[src/siomon_consts.vh]
`ifndef SIOMON_CONSTS_VH
`define SIOMON_CONSTS_VH
// input signal numbers
`define SIOMON_IN_SERVO_ENABLE_INPUT      5'h00
`define SIOMON_IN_ALARM_RST   5'h01
`define SIOMON_IN_CW_BLOCK    5'h02
`define SIOMON_IN_CCW_BLOCK   5'h03
`define SIOMON_IN_ZERO_HOLD   5'h05
`define SIOMON_IN_RATIO_SEL   5'h06
`define SIOMON_IN_LOOP_SW     5'h09
`define SIOMON_IN_DEV_RST     5'h0A
`define SIOMON_IN_SPD_A       5'h0C
`define SIOMON_IN_SPD_B       5'h0D
// output signal numbers
`define SIOMON_OUT_FAULT      5'h01
`define SIOMON_OUT_POS_DONE   5'h02
`define SIOMON_OUT_BRAKE      5'h03
`define SIOMON_OUT_ZERO_SPD   5'h04
`define SIOMON_OUT_TRQ_LIM    5'h05
`define SIOMON_OUT_AT_SPEED   5'h09
// error codes, two bcd digits
`define SIOMON_ERR_NONE       8'h00
`define SIOMON_ERR_ENC_COMM   8'h21
`define SIOMON_ERR_OVER_DEV   8'h24
`define SIOMON_ERR_OVER_SPD   8'h26
`define SIOMON_ERR_DEV_OVF    8'h29
`define SIOMON_ERR_TRAVEL     8'h38
`define SIOMON_ERR_ENC_INDEX  8'h48
`define SIOMON_ERR_AUTO_REC   8'h95
// defaults
`define SIOMON_WIN_RESET      16'h000A
`define SIOMON_SPD_RESET      16'h03E8
`define SIOMON_STEP_MAX       16'h0010
`endif

[src/siomon_err_enc.v]
`timescale 1ns/100ps
`default_nettype none
`include "siomon_consts.vh"
module siomon_err_enc
(
   input  wire       enc_comm_err,
   input  wire       over_dev_err,
   input  wire       over_spd_err,
   input  wire       dev_ovf_err,
   input  wire       travel_err,
   input  wire       enc_index_err,
   input  wire       auto_rec_err,
   output reg  [7:0] code,
   output reg        valid
);
   // priority encoder of protection events
   always @*
   begin
      valid = 1'b1;
      if (enc_comm_err)
         code = `SIOMON_ERR_ENC_COMM;
      else if (enc_index_err)
         code = `SIOMON_ERR_ENC_INDEX;
      else if (dev_ovf_err)
         code = `SIOMON_ERR_DEV_OVF;
      else if (over_dev_err)
         code = `SIOMON_ERR_OVER_DEV;
      else if (over_spd_err)
         code = `SIOMON_ERR_OVER_SPD;
      else if (auto_rec_err)
         code = `SIOMON_ERR_AUTO_REC;
      else if (travel_err)
         code = `SIOMON_ERR_TRAVEL;
      else
      begin
         code  = `SIOMON_ERR_NONE;
         valid = 1'b0;
      end
   end
endmodule // siomon_err_enc
`default_nettype wire

[src/siomon_tune_gen.v]
`timescale 1ns/100ps
`default_nettype none
`include "siomon_consts.vh"
module siomon_tune_gen
#(
   parameter STEP_CYCLES = 1024
)
(
   input  wire        mclk,
   input  wire        nrst,
   input  wire        start,
   input  wire        abort,
   input  wire [2:0]  pattern,
   output reg         busy_q,
   output reg  [1:0]  move_q
);
   localparam ST_IDLE = 2'b00;
   localparam ST_RUN  = 2'b01;
   reg [1:0]  state_q;
   reg [31:0] cnt_q;
   reg [3:0]  step_q;
   reg [7:0]  pat_q;
   // pattern word: pairs of bits, 01 ccw, 10 cw, 00 hold
   function [7:0] pat_word;
      input [2:0] sel;
      begin
         case (sel)
            3'd0:    pat_word = 8'h66;
            3'd1:    pat_word = 8'h55;
            3'd2:    pat_word = 8'h99;
            3'd3:    pat_word = 8'hAA;
            3'd4:    pat_word = 8'h46;
            default: pat_word = 8'h64;
         endcase
      end
   endfunction
   always @(posedge mclk or negedge nrst)
   begin
      if (!nrst)
      begin
         state_q <= ST_IDLE;
         cnt_q   <= 32'h0000_0000;
         step_q  <= 4'h0;
         pat_q   <= 8'h00;
         busy_q  <= 1'b0;
         move_q  <= 2'b00;
      end
      else
      begin
         case (state_q)
            ST_IDLE:
            begin
               move_q <= 2'b00;
               busy_q <= 1'b0;
               if (start)
               begin
                  pat_q   <= pat_word(pattern);
                  step_q  <= 4'h0;
                  cnt_q   <= 32'h0000_0000;
                  busy_q  <= 1'b1;
                  state_q <= ST_RUN;
               end
            end
            ST_RUN:
            begin
               if (abort)
               begin
                  state_q <= ST_IDLE;
                  move_q  <= 2'b00;
                  busy_q  <= 1'b0;
               end
               else
               begin
                  move_q <= pat_q[2*step_q[1:0] +: 2];
                  if (cnt_q == STEP_CYCLES - 1)
                  begin
                     cnt_q  <= 32'h0000_0000;
                     step_q <= step_q + 4'h1;
                     if (step_q == 4'h3)
                        state_q <= ST_IDLE;
                  end
                  else
                     cnt_q <= cnt_q + 32'h0000_0001;
               end
            end
            default: state_q <= ST_IDLE;
         endcase
      end
   end
endmodule // siomon_tune_gen
`default_nettype wire

[src/siomon_top.v]
// Notes on behaviour
// - input 00 shows servo enable line
// - input 01 shows alarm reset line
// - limits 02/03 masked or active-open, torque off
// - zero hold: open line stops, shows 05
// - ratio select picks second numerator, shown
// - gain setup 0, open: pi, shown inactive
// - deviation reset clears counter, shown active
// - preset speed selects 0C/0D shown active
// - alarm turns fault output off, shown
// - output 02 within in-position window
// - output 03 follows brake release transistor
// - warning select chooses flag for shared line
// - speed mode: at-speed on position done line
// - low-active connector lines on when low
// - codes 24, 26, 29, 95 reported
// - encoder codes 21 and 48 distinct
// - travel limit raises its own code 38
// - confirmed settings apply, large changes stepped
// - tuning moves motor in selected pattern
// - reserved signal numbers never shown active
`timescale 1ns/100ps
`default_nettype none
`include "siomon_consts.vh"
module siomon_top
#(
   parameter TUNE_STEP_CYCLES = 1024,
   parameter DEV_W            = 24
)
(
   input  wire             mclk,
   input  wire             nrst,
   // host connector lines, low-active, low means on
   input  wire             servo_enable_input_n,
   input  wire             alarm_reset_input_n,
   input  wire             cw_travel_block_n,
   input  wire             ccw_travel_block_n,
   input  wire             zero_speed_hold_n,
   input  wire             ratio_select_n,
   input  wire             loop_setting_switch_n,
   input  wire             deviation_reset_input_n,
   input  wire             preset_speed_sel_a_n,
   input  wire             preset_speed_sel_b_n,
   // internal drive state
   input  wire             servo_alarm,
   input  wire             brake_release_on,
   input  wire             zero_speed_flag,
   input  wire             torque_limit_flag,
   input  wire             speed_mode,
   input  wire [15:0]      motor_speed,
   input  wire             position_step,
   input  wire             position_dir,
   input  wire             enc_comm_err,
   input  wire             over_dev_err,
   input  wire             over_spd_err,
   input  wire             dev_ovf_err,
   input  wire             enc_index_err,
   input  wire             auto_rec_err,
   // settings from console
   input  wire             travel_block_disable,
   input  wire             zero_speed_hold_select,
   input  wire             gain_switch_setup,
   input  wire             warning_output_select,
   input  wire [15:0]      set_in_position_window,
   input  wire [15:0]      set_speed_reached_threshold,
   input  wire             set_confirm,
   input  wire [2:0]       tuning_pattern_select,
   input  wire             tune_start,
   // outputs to host connector, low means on
   output reg              fault_output_n,
   output reg              position_done_output_n,
   output reg              brake_release_output_n,
   output reg              warning_output_n,
   // drive controls
   output reg              torque_enable,
   output reg              motor_stop,
   output reg              use_ratio_b,
   output reg              pi_mode,
   output reg  [1:0]       preset_speed_index,
   output reg  [DEV_W-1:0] deviation_q,
   output wire             tune_busy,
   output wire [1:0]       tune_move,
   // monitor
   output reg  [31:0]      in_status_q,
   output reg  [31:0]      out_status_q,
   output reg  [7:0]       error_code_q,
   output reg              error_valid_q,
   output reg  [15:0]      in_position_window_q,
   output reg  [15:0]      speed_reached_threshold_q
);
   wire            servo_enable_input;
   wire            alarm_reset_input;
   wire            cw_on;
   wire            ccw_on;
   wire            zhold_on;
   wire            ratio_on;
   wire            loop_on;
   wire            dev_rst;
   wire            spd_a;
   wire            spd_b;
   wire            cw_act;
   wire            ccw_act;
   wire            zhold_act;
   wire [DEV_W-1:0] dev_abs;
   wire            in_pos;
   wire            at_speed;
   wire            warn_on;
   wire [7:0]      err_code;
   wire            err_valid;
   reg  [31:0]     in_d;
   reg  [31:0]     out_d;
   reg  [15:0]     win_target_q;
   reg  [15:0]     spd_target_q;

   // step a setting toward its target by a bounded amount
   function [15:0] step_to;
      input [15:0] cur;
      input [15:0] tgt;
      begin
         if ({1'b0, tgt} > {1'b0, cur} + {1'b0, `SIOMON_STEP_MAX})
            step_to = cur + `SIOMON_STEP_MAX;
         else if ({1'b0, cur} > {1'b0, tgt} + {1'b0, `SIOMON_STEP_MAX})
            step_to = cur - `SIOMON_STEP_MAX;
         else
            step_to = tgt;
      end
   endfunction

   // low level on connector means on
   assign servo_enable_input   = ~servo_enable_input_n;
   assign alarm_reset_input    = ~alarm_reset_input_n;
   assign cw_on    = ~cw_travel_block_n;
   assign ccw_on   = ~ccw_travel_block_n;
   assign zhold_on = ~zero_speed_hold_n;
   assign ratio_on = ~ratio_select_n;
   assign loop_on  = ~loop_setting_switch_n;
   assign dev_rst  = ~deviation_reset_input_n;
   assign spd_a    = ~preset_speed_sel_a_n;
   assign spd_b    = ~preset_speed_sel_b_n;

   assign cw_act    = ~travel_block_disable & ~cw_on;
   assign ccw_act   = ~travel_block_disable & ~ccw_on;
   assign zhold_act = zero_speed_hold_select & ~zhold_on;

   assign dev_abs  = deviation_q[DEV_W-1] ? (~deviation_q + 1'b1) : deviation_q;
   assign in_pos   = (dev_abs <= {{(DEV_W-16){1'b0}}, in_position_window_q});
   assign at_speed = speed_mode & (motor_speed > speed_reached_threshold_q);
   assign warn_on  = warning_output_select ? torque_limit_flag : zero_speed_flag;

   siomon_err_enc u_err
   (
      .enc_comm_err  (enc_comm_err),
      .over_dev_err  (over_dev_err),
      .over_spd_err  (over_spd_err),
      .dev_ovf_err   (dev_ovf_err),
      .travel_err    (cw_act | ccw_act),
      .enc_index_err (enc_index_err),
      .auto_rec_err  (auto_rec_err),
      .code          (err_code),
      .valid         (err_valid)
   );

   siomon_tune_gen #(.STEP_CYCLES(TUNE_STEP_CYCLES)) u_tune
   (
      .mclk    (mclk),
      .nrst    (nrst),
      .start   (tune_start & servo_enable_input),
      .abort   (~servo_enable_input | servo_alarm | dev_rst | cw_act | ccw_act),
      .pattern (tuning_pattern_select),
      .busy_q  (tune_busy),
      .move_q  (tune_move)
   );

   // monitor bit vectors, reserved numbers stay zero
   always @*
   begin
      in_d  = 32'h0000_0000;
      out_d = 32'h0000_0000;
      in_d[`SIOMON_IN_SERVO_ENABLE_INPUT]     = servo_enable_input;
      in_d[`SIOMON_IN_ALARM_RST]  = alarm_reset_input;
      in_d[`SIOMON_IN_CW_BLOCK]   = cw_act;
      in_d[`SIOMON_IN_CCW_BLOCK]  = ccw_act;
      in_d[`SIOMON_IN_ZERO_HOLD]  = zhold_act;
      in_d[`SIOMON_IN_RATIO_SEL]  = ratio_on;
      in_d[`SIOMON_IN_LOOP_SW]    = loop_on;
      in_d[`SIOMON_IN_DEV_RST]    = dev_rst;
      in_d[`SIOMON_IN_SPD_A]      = spd_a;
      in_d[`SIOMON_IN_SPD_B]      = spd_b;
      out_d[`SIOMON_OUT_FAULT]    = servo_alarm;
      out_d[`SIOMON_OUT_POS_DONE] = ~speed_mode & in_pos;
      out_d[`SIOMON_OUT_BRAKE]    = brake_release_on;
      out_d[`SIOMON_OUT_ZERO_SPD] = ~warning_output_select & zero_speed_flag;
      out_d[`SIOMON_OUT_TRQ_LIM]  = warning_output_select & torque_limit_flag;
      out_d[`SIOMON_OUT_AT_SPEED] = at_speed;
   end

   // snapshot and drive outputs
   always @(posedge mclk or negedge nrst)
   begin
      if (!nrst)
      begin
         in_status_q            <= 32'h0000_0000;
         out_status_q           <= 32'h0000_0000;
         error_code_q           <= `SIOMON_ERR_NONE;
         error_valid_q          <= 1'b0;
         fault_output_n         <= 1'b1;
         position_done_output_n <= 1'b1;
         brake_release_output_n <= 1'b1;
         warning_output_n       <= 1'b1;
         torque_enable          <= 1'b0;
         motor_stop             <= 1'b1;
         use_ratio_b            <= 1'b0;
         pi_mode                <= 1'b1;
         preset_speed_index     <= 2'b00;
      end
      else
      begin
         in_status_q   <= in_d;
         out_status_q  <= out_d;
         error_code_q  <= err_code;
         error_valid_q <= err_valid;
         // fault line on (low) while no alarm, off on alarm
         fault_output_n         <= servo_alarm;
         position_done_output_n <= ~(speed_mode ? at_speed : in_pos);
         brake_release_output_n <= ~brake_release_on;
         warning_output_n       <= ~warn_on;
         torque_enable          <= servo_enable_input & ~servo_alarm & ~cw_act & ~ccw_act;
         motor_stop             <= zhold_act | ~servo_enable_input;
         use_ratio_b            <= ratio_on;
         pi_mode                <= gain_switch_setup | ~loop_on;
         preset_speed_index     <= {spd_b, spd_a};
      end
   end

   // deviation counter
   always @(posedge mclk or negedge nrst)
   begin
      if (!nrst)
         deviation_q <= {DEV_W{1'b0}};
      else if (dev_rst)
         deviation_q <= {DEV_W{1'b0}};
      else if (position_step)
         deviation_q <= position_dir ? deviation_q - 1'b1 : deviation_q + 1'b1;
   end

   // confirmed settings, applied in bounded steps
   always @(posedge mclk or negedge nrst)
   begin
      if (!nrst)
      begin
         win_target_q              <= `SIOMON_WIN_RESET;
         spd_target_q              <= `SIOMON_SPD_RESET;
         in_position_window_q      <= `SIOMON_WIN_RESET;
         speed_reached_threshold_q <= `SIOMON_SPD_RESET;
      end
      else
      begin
         if (set_confirm)
         begin
            win_target_q <= set_in_position_window;
            spd_target_q <= set_speed_reached_threshold;
         end
         in_position_window_q      <= step_to(in_position_window_q, win_target_q);
         speed_reached_threshold_q <= step_to(speed_reached_threshold_q, spd_target_q);
      end
   end
endmodule // siomon_top
`default_nettype wire

[config.mk]
export PLATFORM = sky130hd
export DESIGN_NAME = siomon_top
export DESIGN_NICKNAME = d
export VERILOG_FILES = /design/src/siomon_err_enc.v /design/src/siomon_tune_gen.v /design/src/siomon_top.v
export VERILOG_INCLUDE_DIRS = /design/src
export SDC_FILE = /design/constraint.sdc
export NUM_CORES = 1
export LEC_CHECK = 0
export BUFFER_PORTS_ARGS = -buffer_cell sky130_fd_sc_hd__buf_2
export CAP_MARGIN = 10
export CORE_UTILIZATION = 57
export CTS_BUF_LIST = sky130_fd_sc_hd__clkbuf_16
export DETAILED_ROUTE_END_ITERATION = 12
export GPL_ROUTABILITY_DRIVEN = 0
export MAX_ROUTING_LAYER = met4
export PLACE_DENSITY_LB_ADDON = 0.25
export SLEW_MARGIN = 15
export SYNTH_ARGS = -nofsm -noshare
export SYNTH_HDL_FRONTEND = slang
export SYNTH_SLANG_ARGS = --single-unit
[constraint.sdc]
create_clock -name mclk -period 4.3 [get_ports mclk]
set_clock_uncertainty 0.15 [all_clocks]
set_input_delay 0.215 -clock mclk [delete_from_list [all_inputs] [get_ports mclk]]
set_output_delay 0.215 -clock mclk [all_outputs]
set_load 0.05 [all_outputs]
==> results of run 1 <==
-- kinds of logic (layout without fill, tap and decap cells) --
kind of cell,count (synthesis),in the layout,synth area share (%)
and+or+nand+nor,462,462,19.6
DFF,165,165,34.5
buffers and inverters,158,356,6.75
AOI/OAI and AO/OA,273,273,14.4
other,1,49,0.0311
muxes,46,46,4.05
xor gates and xnor gates,103,103,7.49
adders and majority gates,126,126,13.2
-- synth_stat cells (23+ instances only) --
cell type  count  area share [%]
a21o_1        39             2.4
a21oi_1       62             2.6
and3_1        30             1.6
buf_4         53             3.3
dfrtp_1      143              30
ha_1         125              13
inv_1         73             2.3
mux2i_1       24             2.0
nand2_1      113             3.5
nand3_1       48             2.0
nand4_1       23             1.2
nor2_1       107             3.3
nor3_1        26             1.1
o21ai_0       90             3.7
xnor2_1       65             4.7
xor2_1        38             2.8
-- state kept, by name, summed over array words and instances (netlist names), 2 cells and up --
register and flops:
spd_target_q 16, u_tune.step_q 4, u_tune.cnt_q 32, out_status_q 6, in_status_q 9, u_tune.move_q 2, in_position_window_q 16, u_tune.pat_q 5
deviation_q 24, win_target_q 16, error_code_q 8, speed_reached_threshold_q 16
-- metal layers --
layer | vias to the layer above | wire length, µm
li1 | 5073 | -
met4 | 0 | 577
met2 | 379 | 14300
met3 | 41 | 1740
met1 | 4930 | 12900
met5 | - | 0
-- layout by cell type, fill, tap and decap left out, types with 23 or more instances in the layout --
cell,count
buf_2,174
dfrtp_1,143
ha_1,125
nand2_1,113
nor2_1,107
o21ai_0,90
inv_1,75
dlygate4sd3_1,68
xnor2_1,65
a21oi_1,62
nand3_1,48
conb_1,48
a21o_1,39
xor2_1,38
and3_1,30
nor3_1,26
mux2i_1,24
nand4_1,23
-- power by group --
| part | leakage [nW] | internal, mW | switching, mW |
|---|---|---|---|
| Combinational | 4.63 | 1.55 | 2.83 |
| Clock | 0.276 | 0.802 | 0.681 |
| Sequential | 2.06 | 1.86 | 0.451 |
-- worst min-delay path, stage by stage --
cell      delay [ps]
buf_2            140
o221ai_1          80
a21oi_1          110
-- area by class of cell --
| type | instances | area [µm²] | share of cell area, % |
|---|---|---|---|
| inverters | 76 | 288 | 2.03 |
| flip-flops and latches | 165 | 4160 | 29.3 |
| repair buffers | 249 | 1610 | 11.3 |
| well taps | 270 | 338 | 2.38 |
| multi-input cells | 1058 | 7250 | 51.1 |
| clock inverters | 14 | 130 | 0.917 |
| diodes | 1 | 2.50 | 0.0176 |
| clock buffers | 17 | 425 | 3.00 |
-- how the worst max path moves through the flow --
| stage | start | to | depth (start not counted) |
|---|---|---|---|
| after detailed placement | in_position_window_q[6] | in_position_window_q[5] | 14 |
| after CTS | speed_reached_threshold_q[5] | speed_reached_threshold_q[10] | 14 |
| after global placement | speed_reached_threshold_q[5] | speed_reached_threshold_q[10] | 14 |
| after floorplan | speed_reached_threshold_q[4] | speed_reached_threshold_q[4] | 15 |
| after global routing | in_position_window_q[6] | in_position_window_q[5] | 15 |
| final | speed_reached_threshold_q[5] | speed_reached_threshold_q[10] | 14 |
-- stage by stage --
step	cells	utilization, %	hold WS (ps)	instance area, µm²
after floorplan	1381	-	-231	12200
after detailed placement	1750	63.2	168	13000
after global routing	1850	69.3	26.9	14200
final	1850	69.3	33.6	14200
after global placement	1750	63.2	164	13000
after CTS	1849	69.3	16.0	14200
==> flow_summary.toml, run 1 <==
[status]
status = "finished clean"

[global_routing]
grt_pass1_vias = 10310
antenna_found_initial = 1
grt_pass1_wl_um = 48800
met3_usage_pct = 4.38
grt-ovfl-total = 0
track_usage_pct = 28.7
use_met2_pct = 47.1
grt_start_max_net_pins = 79
busiest_layer = "met2"
grt_use_met1_pct = 36.2

[critical_path]
r2r_setup_slack_ps = 260
r2r_cells = 14
cpPeakStageDelay_ps = 620
arrival_ps = 4200
r2r_end = "speed_reached_threshold_q[10]"
worst-path-buf-inv = 1
r2r_start = "speed_reached_threshold_q[5]"
crit_fanout = 13
cp-start-kind = "flop"
path_class = "flop to flop"
worstPathCellList = "ha_1 > nand3_1 > nor4_2 > and2_1 > nor2_1 > ha_1 > nand4_1 > a311o_1 > o2111a_1 > a311oi_4 > inv_4 > o21ai_2 > o21ai_0 > nand2b_1"
worstPathRequired_ps = 4470
path_common_cell = "ha_1"
cp_top_family = "simple AND/OR/NAND/NOR gates"
end_kind = "flop"
slowest_stage = "dfstp_2"

[sta]
layout_worst_path_cycle_share_pct = 93.9
max_freq_mhz = 248
setup_ws_ps = 264
worst_pin_slew_ps = 901
final.min_clock_period_ps = 4040
setup_tns_ps = 0
max_slew_margin_pct = 39.9
rsz0062_at_grt = "false"
hold_viol = 0
setup_violations = 0
drv_slew = 0

[synthesis]
synth-edff-count = 0
synth-seq-cells = 165
synth_area_um2 = 12000
synth_warnings = 0
async_reset_ff_share_pct = 100
synthDistinctLibCells = 81
synth-main-ff-cell = "dfrtp_1"
synth.yosys.seq_area_share_pct = 34.5
synthCells = 1334
syn_avg_cell_area_um2 = 9.03

[job]
cap_violations = 0

[cts]
max-clock-path-buffers = 2
postCtsSetupBuffers = 0
cts_tree = "done"
clk-insertion-delay-late_ps = 430
cts_sinks = 165
clkTransAtPathRegs_ps = 70
cts_resized = 0
numCtsBuffers = 17
cts-root-buf = "clkbuf_16"
cts_hold_buf = 68
htree_levels = 4

[placement]
io_buffer_count = 175
post-place-ws_ps = 375
dp_hpwl_um = 21100

[floorplan]
initial_core_util_pct = 58.8
io_pins = 224
row_count = 52
die_area_um2 = 21700
die_w_um = 147
core_um2 = 20500
die_y_um = 147

[routing]
first_pass_iters = 5
vias_per_cell = 5.63
drcViolationCount = 0
postRouteAntennaNets = 0
vias = 10423
drt_iter0_markers = 713
drt_wl_total_um = 29600
avgRoutedWirePerCell_um = 16.0

[layout]
n_fill_cell = 1610
final_nets = 1775
drive_above_1_share_pct = 18.1
syn2layout_area_growth_pct = 17.9

[pwr]
power.total_mw = 8.18
ir_worst_vdd_v = 0.000290
leakagePower_nw = 6.97
p_per_area_nw_per_um2 = 577

[hold_path]
hold_path_class = "primary input to flop"
hold_depth = 3
hold_path_end = "out_status_q[9]"
hold_path.startpoint = "speed_mode"
Note: power is estimated with default switching activity, not from simulation.
==> run 2, diff against run 1 <==
--- a/config.mk
+++ b/config.mk
@@ -8,6 +8,7 @@
 export LEC_CHECK = 0
 export BUFFER_PORTS_ARGS = -buffer_cell sky130_fd_sc_hd__buf_2
 export CAP_MARGIN = 10
+export CORE_MARGIN = 10
 export CORE_UTILIZATION = 57
 export CTS_BUF_LIST = sky130_fd_sc_hd__clkbuf_16
 export DETAILED_ROUTE_END_ITERATION = 12
==> flow_summary.toml, run 2 (synthesized netlist as in run 1, its figures left out) <==
[routing]
vias_per_cell = 5.57
drt_iter0_markers = 649
postRouteAntennaNets = 0
avgRoutedWirePerCell_um = 17.1
first_pass_iters = 6
vias = 10316
drt_wl_total_um = 31700
drcViolationCount = 0

[placement]
io_buffer_count = 175
dp_hpwl_um = 23300
post_dp_cell_area_um2 = 13000

[sta]
setup_tns_ps = 0
setup_violations = 0
worst_pin_slew_ps = 926
max_slew_margin_pct = 38.2
hold_viol = 0
layout_worst_path_cycle_share_pct = 93.1
max_freq_mhz = 250
rsz0062_at_grt = "false"
drv_slew = 0
final.min_clock_period_ps = 4000

[job]
cap_violations = 0

[status]
status = "finished clean"

[layout]
largestRegisters = "u_tune.cnt_q: 32 flops, deviation_q: 24 flops"
n_fill_cell = 1677
n_antenna_cell = 0
regMostFlops = "u_tune.cnt_q"
final_cell_mix = "buf_2 (174), dfrtp_1 (143), ha_1 (125)"
syn2layout_area_growth_pct = 18.2
largest_register_ffs = 32
final_cell_area_um2 = 14200
drive_above_1_share_pct = 18.0
final_nets = 1771
final_common_cell = "buf_2"

[critical_path]
worstPathCellList = "inv_2 > nor3_2 > and3_1 > and3_1 > nand3_1 > xnor2_1 > ha_1 > nand2_1 > nor4_1 > a2111oi_0 > a211o_2 > and2_1 > a22oi_1 > o21ai_0"
worstPathRequired_ps = 4460
cp_top_family = "simple AND/OR/NAND/NOR gates"
crit_fanout = 18
path_class = "flop to flop"
cp-start-kind = "flop"
worst-path-buf-inv = 1
slowest_stage = "dfrtp_1"
cpPeakStageDelay_ps = 560
path_common_cell = "and3_1"
end_kind = "flop"
arrival_ps = 4170

[floorplan]
core_um2 = 20900
row_count = 53
die_y_um = 165
die_area_um2 = 27300
initial_core_util_pct = 57.6
die_w_um = 165
io_pins = 224

[global_routing]
grt-ovfl-total = 0
grt_pass1_wl_um = 51100
grt_pass1_vias = 10306
grt_start_max_net_pins = 85
antenna_found_initial = 0
track_usage_pct = 23.6

[pwr]
p_seq_share_pct = 28.0
switching_share_pct = 48.1
switching_power_mw = 4.01
p_int_mw = 4.33
leakagePower_nw = 6.97
p_per_area_nw_per_um2 = 586
ir_worst_vdd_v = 0.000252
clkPwrFrac_pct = 19.3
comb_power_share_pct = 52.7

[cts]
clkTransAtPathRegs_ps = 70
clk-insertion-delay-late_ps = 430
cts-root-buf = "clkbuf_16"
htree_levels = 4
max-clock-path-buffers = 2
postCtsSetupBuffers = 0
numCtsBuffers = 17
cts_sinks = 165
cts_tree = "done"

[hold_path]
hold_path_class = "primary input to flop"
run 2: cell count changes in the layout (fill, tap and decap cells not counted):
cell,delta
clkinvlp_4,-1
diode_2,-1
nor2b_2,+1
buf_4,-4
nor2b_1,-1
bufinv_16,+2
clkinv_1,+3
inv_1,-2
clkinv_4,-1
buf_12,+1
dlygate4sd3_1,-1
run 2: worst paths after layout:
check                      depth (start not counted)  slack, ps                    start                            to
max                                               14        300  in_position_window_q[6]       in_position_window_q[5]
min                                                3         30  deviation_reset_input_n               deviation_q[20]
max reg2reg                                       14        300  in_position_window_q[6]       in_position_window_q[5]
min reg2reg                                        2        320          u_tune.pat_q[5]               u_tune.pat_q[5]
max in group asynchronous                          3       2780                     nrst  speed_reached_threshold_q[9]
min in group asynchronous                          2        250                     nrst                in_status_q[9]
run 2: final cells by class:
type	count	area [µm²]	share of cell area, %
repair buffers	245	1590	11.2
clock inverters	15	178	1.25
inverters	76	288	2.02
well taps	275	344	2.42
clock buffers	17	425	2.99
multi-input cells	1058	7250	51.0
flip-flops and latches	165	4160	29.2
run 2: timing repair:
action | 4_1_cts | 5_1_grt
gates resized for setup | 0 | 1
setup endpoints to repair | 0 | 6
hold buffers | 67 | 0
endpoints found under the hold margin | 141 | 0
run 2: worst reg2reg max path, cell delays in order, from the launching register on:
cell and delay, ps:
dfrtp_1 560, inv_2 120, nor3_2 170, and3_1 220, and3_1 240, nand3_1 110
xnor2_1 160, ha_1 290, nand2_1 60, nor4_1 390, a2111oi_0 170, a211o_2 500
and2_1 370, a22oi_1 260, o21ai_0 100
run 2: layer usage:
metal | track usage (%) | share of wire [%]
met1 | 29.1 | 43
met2 | 38.3 | 47
met3 | 6.00 | 7.7
met4 | 5.51 | 1.4
met5 | - | 0
run 2: power by group through the flow:
stage	clock network, mW	registers (mW)	logic (mW)
global route	1.69	2.38	4.86
global placement	0	2.33	4.20
CTS	1.63	2.32	4.38
floorplan	0	2.93	2.66
detailed placement	0	2.34	4.30
finish	1.61	2.34	4.39
run 2: metrics by stage:
stage               hold slack (ps)  total power, mW  setup slack (ps)  std cells  util (%)
CTS                            7.44             8.33               328       1851      68.1
global placement                170             6.52               508       1752      62.0
global route                   43.7             8.93              52.3       1851      68.1
finish                         26.7             8.34               297       1851      68.1
detailed placement              169             6.64               361       1752      62.0
floorplan                      -231             5.59               471       1381         -
